### src/design/bfc_pkg.sv
// package: register layout, reset value, timing and carrier types for the buck4 control block
package bfc_pkg;
	// ----------------------------------------
	// register map
	// ----------------------------------------
	localparam logic [7:0] REG_OFFSET = 8'h44;
	localparam logic [7:0] REG_RESET = 8'hA0;
	// ----------------------------------------
	// field positions
	// ----------------------------------------
	localparam int BIT_FAULT_MASK = 7;
	localparam int BIT_HICCUP = 6;
	localparam int BIT_DISCHARGE = 5;
	localparam int BIT_PHASE = 4;
	localparam int BIT_RATE_HI = 3;
	localparam int BIT_RATE_LO = 2;
	localparam int BIT_REG_EN = 1;
	localparam int BIT_OVERRIDE = 0;
	// ----------------------------------------
	// timing
	// ----------------------------------------
	localparam int CLK_PERIOD_NS = 10;
	localparam int RESTART_DELAY_MS = 100;
	localparam int RESTART_CYCLES = (RESTART_DELAY_MS * 1000000) / CLK_PERIOD_NS;
	// ----------------------------------------
	// carrier types
	// ----------------------------------------
	typedef struct packed {
		logic fault_irq_mask;
		logic hiccup_retry_enable;
		logic discharge_enable;
		logic phase_invert;
		logic [1:0] voltage_scaling_rate;
		logic register_enable;
		logic register_on_override;
	} bfc_ctrl_s;
	typedef struct packed {
		logic wr;
		logic [7:0] addr;
		logic [7:0] wdata;
	} bfc_wr_s;
	typedef enum logic [1:0] {
		ST_RUN,
		ST_HICCUP,
		ST_SHUTDOWN
	} bfc_state_e;
endpackage : bfc_pkg

### src/design/bfc_counter.sv
// file: loadable down-counter used for the restart delay
`timescale 1ns/1ps
module bfc_counter #(
	parameter int W = 24
) (
	// clock and reset
	input wire logic mclk,
	input wire logic rst,
	// control
	input wire logic load,
	input wire logic [W-1:0] load_val,
	// status
	output logic done
);
	logic [W-1:0] cnt_q;
	logic run_q;

	assign done = run_q && (cnt_q == '0);

	always_ff @(posedge mclk or posedge rst) begin
		if (rst) begin
			cnt_q <= '0;
			run_q <= 1'b0;
		end else if (load) begin
			cnt_q <= load_val;
			run_q <= 1'b1;
		end else if (run_q && cnt_q != '0) begin
			cnt_q <= cnt_q - 1'b1;
		end else begin
			run_q <= 1'b0;
		end
	end
endmodule : bfc_counter

### src/design/bfc_top.sv
// file: buck4 fault and control register with channel fault reaction
//
// Contract
// - fault mask blocks low interrupt on fault
// - hiccup set: short retries soft start forever
// - hiccup keeps other channels running
// - hiccup clear: all off, restart after 100ms
// - phase bit selects 180 degree switching
// - override set: register enable drives channel
// - override clear: register enable ignored
`timescale 1ns/1ps
module bfc_top #(
	parameter int RESTART_CYCLES = bfc_pkg::RESTART_CYCLES
) (
	// clock and reset
	input wire logic mclk,
	input wire logic rst,
	// register access from the management link decoder
	input wire logic reg_wr,
	input wire logic [7:0] reg_addr,
	input wire logic [7:0] reg_wdata,
	output logic [7:0] reg_rdata,
	// channel status from analogue
	input wire logic short_circuit,
	input wire logic seq_enable,
	input wire logic soft_start_done,
	// channel controls
	output logic chan_on,
	output logic soft_start_req,
	output logic discharge_on,
	output logic phase_180,
	output logic [1:0] scaling_rate,
	output logic all_channels_off,
	output logic restart_seq,
	output logic channel_fault_flag,
	output logic interrupt_out_n
);
	// ----------------------------------------
	// register
	// ----------------------------------------
	bfc_pkg::bfc_ctrl_s ctrl_q;
	bfc_pkg::bfc_wr_s wr_req;
	bfc_pkg::bfc_state_e state_q;
	bfc_pkg::bfc_state_e state_d;
	wire addr_hit;
	wire want_on;
	wire sc_hiccup;
	wire sc_global;
	wire delay_done;
	logic fault_q;

	assign wr_req = '{wr: reg_wr, addr: reg_addr, wdata: reg_wdata};
	assign addr_hit = wr_req.addr == bfc_pkg::REG_OFFSET;

	always_ff @(posedge mclk or posedge rst) begin
		if (rst) begin
			ctrl_q <= bfc_pkg::REG_RESET;
		end else if (wr_req.wr && addr_hit) begin
			ctrl_q <= wr_req.wdata;
		end
	end

	// ----------------------------------------
	// enable source
	// ----------------------------------------
	// override picks register enable; else the sequencer decides
	assign want_on = ctrl_q.register_on_override ? ctrl_q.register_enable : seq_enable;
	assign sc_hiccup = short_circuit && ctrl_q.hiccup_retry_enable && state_q == bfc_pkg::ST_RUN;
	assign sc_global = short_circuit && !ctrl_q.hiccup_retry_enable && state_q != bfc_pkg::ST_SHUTDOWN;

	// ----------------------------------------
	// fault state machine
	// ----------------------------------------
	always_comb begin
		state_d = state_q;
		case (state_q)
			bfc_pkg::ST_RUN: begin
				if (sc_global) state_d = bfc_pkg::ST_SHUTDOWN;
				else if (sc_hiccup) state_d = bfc_pkg::ST_HICCUP;
			end
			bfc_pkg::ST_HICCUP: begin
				// no retry limit: stays here while the short persists
				if (sc_global) state_d = bfc_pkg::ST_SHUTDOWN;
				else if (soft_start_done && !short_circuit) state_d = bfc_pkg::ST_RUN;
			end
			bfc_pkg::ST_SHUTDOWN: begin
				if (delay_done) state_d = bfc_pkg::ST_RUN;
			end
			default: state_d = bfc_pkg::ST_RUN;
		endcase
	end

	bfc_counter #(.W(24)) u_delay (
		.mclk(mclk),
		.rst(rst),
		.load(sc_global),
		.load_val(24'(RESTART_CYCLES - 1)),
		.done(delay_done)
	);

	always_ff @(posedge mclk or posedge rst) begin
		if (rst) begin
			state_q <= bfc_pkg::ST_RUN;
			fault_q <= 1'b0;
		end else begin
			state_q <= state_d;
			fault_q <= short_circuit || (fault_q && state_q != bfc_pkg::ST_RUN);
		end
	end

	// ----------------------------------------
	// outputs, all registered
	// ----------------------------------------
	wire on_d = want_on && state_d == bfc_pkg::ST_RUN;
	always_ff @(posedge mclk or posedge rst) begin
		if (rst) begin
			chan_on <= 1'b0;
			soft_start_req <= 1'b0;
			discharge_on <= 1'b0;
			phase_180 <= 1'b0;
			scaling_rate <= 2'h0;
			all_channels_off <= 1'b0;
			restart_seq <= 1'b0;
			channel_fault_flag <= 1'b0;
			interrupt_out_n <= 1'b1;
			reg_rdata <= 8'h00;
		end else begin
			chan_on <= on_d;
			// hiccup retries soft start on this channel only
			soft_start_req <= state_d == bfc_pkg::ST_HICCUP && want_on;
			discharge_on <= ctrl_q.discharge_enable && !on_d;
			phase_180 <= ctrl_q.phase_invert;
			scaling_rate <= ctrl_q.voltage_scaling_rate;
			all_channels_off <= state_d == bfc_pkg::ST_SHUTDOWN;
			restart_seq <= state_q == bfc_pkg::ST_SHUTDOWN && delay_done;
			channel_fault_flag <= fault_q;
			interrupt_out_n <= !(fault_q && !ctrl_q.fault_irq_mask);
			reg_rdata <= addr_hit ? ctrl_q : 8'h00;
		end
	end
endmodule : bfc_top

### config.mk
export PLATFORM = sky130hd
export DESIGN_NAME = bfc_top
export DESIGN_NICKNAME = d
export VERILOG_FILES = /design/src/design/bfc_pkg.sv /design/src/design/bfc_counter.sv /design/src/design/bfc_top.sv
export SDC_FILE = /design/constraint.sdc
export NUM_CORES = 1
export LEC_CHECK = 0
export ABC_AREA = 1
export BUFFER_PORTS_ARGS = -buffer_cell sky130_fd_sc_hd__buf_2
export CAP_MARGIN = 30
export CORE_MARGIN = 10
export CORE_UTILIZATION = 38
export CTS_CLUSTER_DIAMETER = 80
export CTS_CLUSTER_SIZE = 10
export DETAILED_ROUTE_END_ITERATION = 7
export PLACE_DENSITY_LB_ADDON = 0.2
export SYNTH_ARGS = -nofsm -noshare
export SYNTH_HDL_FRONTEND = slang
export SYNTH_SLANG_ARGS = --single-unit
### constraint.sdc
create_clock -name mclk -period 2.1 [get_ports mclk]
set_clock_uncertainty 0.2 [all_clocks]
set_input_delay 0.42 -clock mclk [delete_from_list [all_inputs] [get_ports mclk]]
set_output_delay 0.42 -clock mclk [all_outputs]
set_load 0.01 [all_outputs]
After elaboration in Yosys (flattened, before gate mapping)
Cells that the tools add are included.

word-level totals
  register bits after elaboration = 54
  latch bits = 0
  bits in writable memories = 0
  bits in read-only memories = 0
  bits of input ports = 22
  output and inout port bits = 18
  word-level logic and storage cells = 67
  memories = 0

cells by class
  $add $sub $neg = 1
  multipliers = 0
  div/mod/pow operators = 0
  $lt $le $gt $ge = 0
  equality and inequality tests = 7
  shift operators = 0
  mux-type cells = 12
  bitwise operators = 0
  reductions and logical operators = 26

operator list
  cell                                                 count
  two-way mux 24 bit                                   2
  logical NOT 24 bit                                   1
  nonzero test 24 bit                                  1
  subtractor 24 x 1 -> 24 bit, second input constant   1
  logical AND 1 bit                                    14
  two-way mux 2 bit                                    5
  equality test 8 x 7 -> 1 bit, second input constant  1
  two-way mux 8 bit                                    1
  case mux 2 bit (3 select lines)                      1
  logical NOT 1 bit                                    5
  equality test 2 x 1 -> 1 bit, second input constant  2
  equality test 2 bit, second input constant           2
  logical NOT 2 bit                                    2
  != test 2 bit, second input constant                 2
  nonzero test 2 bit                                   2
  two-way mux 1 bit                                    3
  logical OR 1 bit                                     1

Logic depth before layout (Yosys ltp)
  word-level depth = 9
  mapped depth = 11
  mapped depth without buffers = 10

Modules after synthesis
A second synthesis with hierarchy kept.

second synthesis, totals
  cell total of the unflattened synthesis = 400
  area total of the unflattened synthesis = 3042.9 um2

by module, submodules not included
  module       times used  cells an instance  area each (um2)
  bfc_counter  1           288                1915.6
  bfc_top      1           112                1127.3

Worst setup path after synthesis
Ideal clock, no wire load.

  path type = register -> register
  start point = reg u_delay.cnt_q[0]
  end point = reg u_delay.cnt_q[22]
  setup time = 83 ps
  data arrival time = 1371 ps
  required time = 1817 ps
  slack = 446 ps
  stages on the path, launching flop included = 9
  path buffers = 0
  period minus slack after synthesis = 1654 ps
  cells stage by stage = dfrtp_1 > inv_1 > ha_1 > inv_1 > nor2_1 > nand3_1 > nand2_1 > nand3_1 > o21ai_0

on the way
  longest elaborated chain between the ends = 3

RTL lines
  what                                                                RTL line                              RTL
  from (decl)                                                         bfc_counter.sv:15                     logic [W-1:0] cnt_q;
  from (signal assigned)                                              bfc_counter.sv:25                     cnt_q <= load_val;
  from (signal assigned)                                              bfc_counter.sv:28                     cnt_q <= cnt_q - 1'b1;
  subtractor 24 x 1 -> 24 bit or nonzero test 24 bit (tied branches)  bfc_counter.sv:28, bfc_counter.sv:27
  two-way mux 24 bit or logical AND 1 bit (tied branches)             bfc_counter.sv:27                     end else if (run_q && cnt_q != '0) begin
  two-way mux 24 bit or nonzero test 2 bit (tied branches)            --

Several ways; a longest one is shown, not always the timed one. The select of a mux whose other input is x is not followed.
A chain may end at the register's enable or synchronous reset.

Final worst setup path
  start point = reg u_delay.cnt_q[0]
  end point = reg u_delay.cnt_q[17]

Same word-level chain as after synthesis.

==> results.py <==
metrics = {
    "power_and_ir_drop": {
        "ir_worst_vdd_mv": 0.278,
        "power.internal_w": 0.00135,
        "clock_power_share_pct": 35.5,
        "power_w": 0.00179,
        "combPwrFrac_pct": 4.7,
        "power_density_nw_per_um2": 578,
        "switchingPower_w": 0.000445,
        "power_leakage_nw": 1.55,
        "p_sw_share_pct": 24.9,
        "seqPwrFrac_pct": 59.8,
    },
    "synthesis": {
        "syn-num-nets": 361,
        "synth_ff_type": "dfrtp_1",
        "syn-cell-area_um2": 2680,
        "ys_seq_area_share_pct": 50.6,
        "synth_most_common_cell": "nand2_1",
        "avgSynthCellArea_um2": 7.94,
        "synthTopCellsByCount": "79 x nand2_1, 56 x nor2_1, 51 x dfrtp_1, 39 x inv_1, 29 x nand3_1",
        "ys_ff_latch": 54,
        "yosys.area.top_type": "dfrtp_1",
        "netlist.area_leader.share_pct": 47.7,
        "synth.distinct_cells": 28,
        "synth-warning-count": 0,
        "synth.area.top_cells": "dfrtp_1 48%, nand2_1 11%, nor2_1 7.9%",
        "syn-instance-count": 337,
        "async_flop_share_pct": 100,
        "synth_enable_flop_cells": 0,
    },
    "floorplan": {
        "row_count": 30,
        "io-pin-count": 40,
        "fp.dieArea_um2": 10800,
        "die_h_um": 104,
        "start_util_pct": 39.2,
        "fp.coreArea_um2": 6830,
        "die_w_um": 104,
    },
    "clock_tree": {
        "post_cts_buffers": 0,
        "cts_buffers": 5,
        "cts_tree": "yes",
        "clock-root-buffer": "clkbuf_8",
        "insertion_delay_ns": 0.32,
        "clockBufferDepth": 2,
        "cts_sinks": 54,
        "htree_levels": 2,
        "clk_pin_slew_ns": 0.11,
    },
    "sta": {
        "rsz0062_at_grt": "no",
        "finalSetupViolations": 0,
        "setup-tns-final_ns": 0,
        "finalCritPeriodShare_pct": 90.7,
        "fin_crit_ns": 1.90,
        "drv_slew": 0,
        "hold_viol": 0,
        "relSlewSlack_pct": 69.8,
        "worst_slew_pin_slew_ns": 0.451,
        "fmax_mhz": 525,
    },
    "setup_path": {
        "worstPathMaxFanout": 20,
        "cp.depth": 10,
        "reg2reg_depth": 10,
        "startpoint_type": "flop",
        "timing.rr.start": "u_delay.cnt_q[0]",
        "crit_family": "simple AND/OR/NAND/NOR gates",
        "end_kind": "flop",
        "crit_path_max_incr_delay_ns": 0.41,
        "r2r_end": "u_delay.cnt_q[17]",
        "path_class": "flop to flop",
        "startpoint": "u_delay.cnt_q[0]",
        "critPathBufInv": 2,
        "crit_end": "u_delay.cnt_q[17]",
        "critPathMostFrequentCell": "nand3_1",
        "critPathArrivalTime_ns": 1.90,
        "rrSetupSlack_ns": 0.20,
        "crit_chain": "inv_1 -> ha_1 -> nand3_1 -> nor2_1 -> nand3_1 -> nand2_2 -> nand2_4 -> clkinv_2 -> nand2_1 -> o21ai_0",
        "crit_slowest_cell": "dfrtp_1",
        "required_ns": 2.09,
    },
    "global_route": {
        "grt_max_degree": 26,
        "grt.total_usage_pct": 12.0,
        "antenna_found_initial": 0,
        "grt_pass1_vias": 2341,
        "grt_pass1_wl_mm": 11.0,
        "gr-total-overflow": 0,
    },
    "finish": {
        "finalNonFillerCells": 480,
        "syn_to_final_growth_pct": 15.8,
        "num-fill-cells": 733,
        "multi_input_area_um2": 1110,
        "antennaDiodeCount": 0,
        "final_area_um2": 3100,
        "seqCellArea_um2": 1360,
        "nets": 407,
        "drive_above_1_share_pct": 19.0,
    },
    "place": {
        "place_congestion": 0.900,
        "dp_hpwl_mm": 4.83,
        "dp_cells": 471,
        "place_area_um2": 2990,
        "portBuffers": 39,
    },
    "drt": {
        "drt_iter0_markers": 78,
        "vias_per_cell": 4.67,
        "first_pass_iters": 4,
        "totalWireLength_mm": 6.38,
        "wl_per_cell_um": 13.3,
        "num_vias": 2241,
        "drcViolationCount": 0,
        "ant_nets": 0,
    },
    "outcome": {
        "status": "completed",
    },
    "job": {
        "cap_violations": 0,
    },
    "worst_hold_path": {
        "hp-class": "input pin to flop",
    },
}
[routing by layer]
layer,share of wire (%),wire [um],vias to the layer above,global-route usage [%]
met1,46,2950,1026,14.3
met3,7.1,455,13,4.46
met4,2.4,150,0,4.67
met2,44,2820,49,19.2
li1,-,-,1153,-
met5,0,0,-,0
[metrics by stage]
step / hold WS [ns] / util (%) / setup slack [ns]
2_1_floorplan: 0.154 / - / 0.170
3_3_place_gp: 0.160 / 43.8 / 0.212
3_5_place_dp: 0.166 / 43.8 / 0.168
4_1_cts: 0.0947 / 45.3 / 0.127
5_1_grt: 0.103 / 45.4 / 0.00860
6_report: 0.100 / 45.4 / 0.196
[area by class of cell]
type,count,area share (%)
clock inverter,3,0.888
clock buffer,5,2.22
tap,96,3.88
sequential,54,43.7
inverter,42,5.13
multi-input combinational,234,35.7
timing repair buffer,46,8.48
[registers in the layout, indices dropped and copies added (netlist names)]
signal / count
all_channels_off: 1
chan_on: 1
channel_fault_flag: 1
ctrl_q: 8
discharge_on: 1
fault_q: 1
interrupt_out_n: 1
phase_180: 1
reg_rdata: 8
restart_seq: 1
scaling_rate: 2
soft_start_req: 1
state_q: 2
u_delay.cnt_q: 24
u_delay.run_q: 1
[tightest hold or removal path, stage by stage]
cell	delay [ns]
buf_2	0.08
nand2_1	0.04
o21ai_0	0.05
[power by group through the flow]
stage	clock network [W]	registers, W	logic, W
2_1_floorplan	0	0.00109	0.0000362
3_3_place_gp	0	0.00109	0.0000866
3_5_place_dp	0	0.00109	0.0000871
4_1_cts	0.000650	0.00107	0.0000883
5_1_grt	0.000688	0.00107	0.000100
6_report	0.000635	0.00107	0.0000845
[logic make-up (layout without fill, tap and decap cells)]
kind of cell,Yosys count,after routing,synth area share [%]
AOI/OAI and AO/OA,41,41,8.41
xor gates and xnor gates,5,5,1.64
adders and majority gates,2,2,0.935
buffers and inverters,49,96,8.13
DFF,54,54,50.6
and+or+nand+nor,186,186,30.2
[placed cells by master (no fill, tap or decap)]
| master | Yosys | final |
|---|---|---|
| nand3_1 | 29 | 29 |
| o21bai_1 | 3 | 3 |
| buf_4 | 2 | 5 |
| o21ai_2 | 2 | 2 |
| o21ai_1 | 9 | 9 |
| o21ai_0 | 24 | 24 |
| nor2_4 | 2 | 2 |
| nand3b_1 | 1 | 1 |
| a21o_1 | 2 | 2 |
| dfstp_2 | 3 | 3 |
| a21oi_1 | 1 | 1 |
| nor4_1 | 2 | 2 |
| clkinv_2 | 1 | 1 |
| dfrtp_1 | 51 | 51 |
| inv_2 | 2 | 3 |
| or2_2 | 2 | 2 |
| buf_2 | 2 | 39 |
| ha_1 | 2 | 2 |
| xor2_1 | 5 | 5 |
| nor2_2 | 3 | 4 |
| dlygate4sd3_1 | 0 | 1 |
| nor3_2 | 1 | 1 |
| clkbuf_8 | 0 | 5 |
| clkinvlp_4 | 0 | 1 |
| buf_12 | 0 | 1 |
| nor2_1 | 56 | 55 |
| nand2_1 | 79 | 79 |
| inv_6 | 0 | 1 |
| inv_1 | 39 | 38 |
| nand2_2 | 1 | 1 |
| nand4_1 | 9 | 9 |
| nand2_4 | 1 | 1 |
| inv_8 | 0 | 1 |
[repair_timing]
action | CTS | global route
hold buffers | 1 | 0
hold endpoints to repair | 15 | 0
gates resized for setup | 0 | 1
endpoints found under the setup margin | 0 | 1
[worst min-delay path by stage]
stage	startpoint	endpoint	slack [ns]	depth (start not counted)
global route	reg_wdata[6]	ctrl_q[6]	0.10	3
detailed placement	ctrl_q[3]	scaling_rate[1]	0.17	0
floorplan	ctrl_q[4]	phase_180	0.15	0
global placement	ctrl_q[4]	phase_180	0.16	0
CTS	reg_wdata[6]	ctrl_q[6]	0.09	3
finish	reg_wdata[6]	ctrl_q[6]	0.10	3
Power figures use the tool's default switching activity.
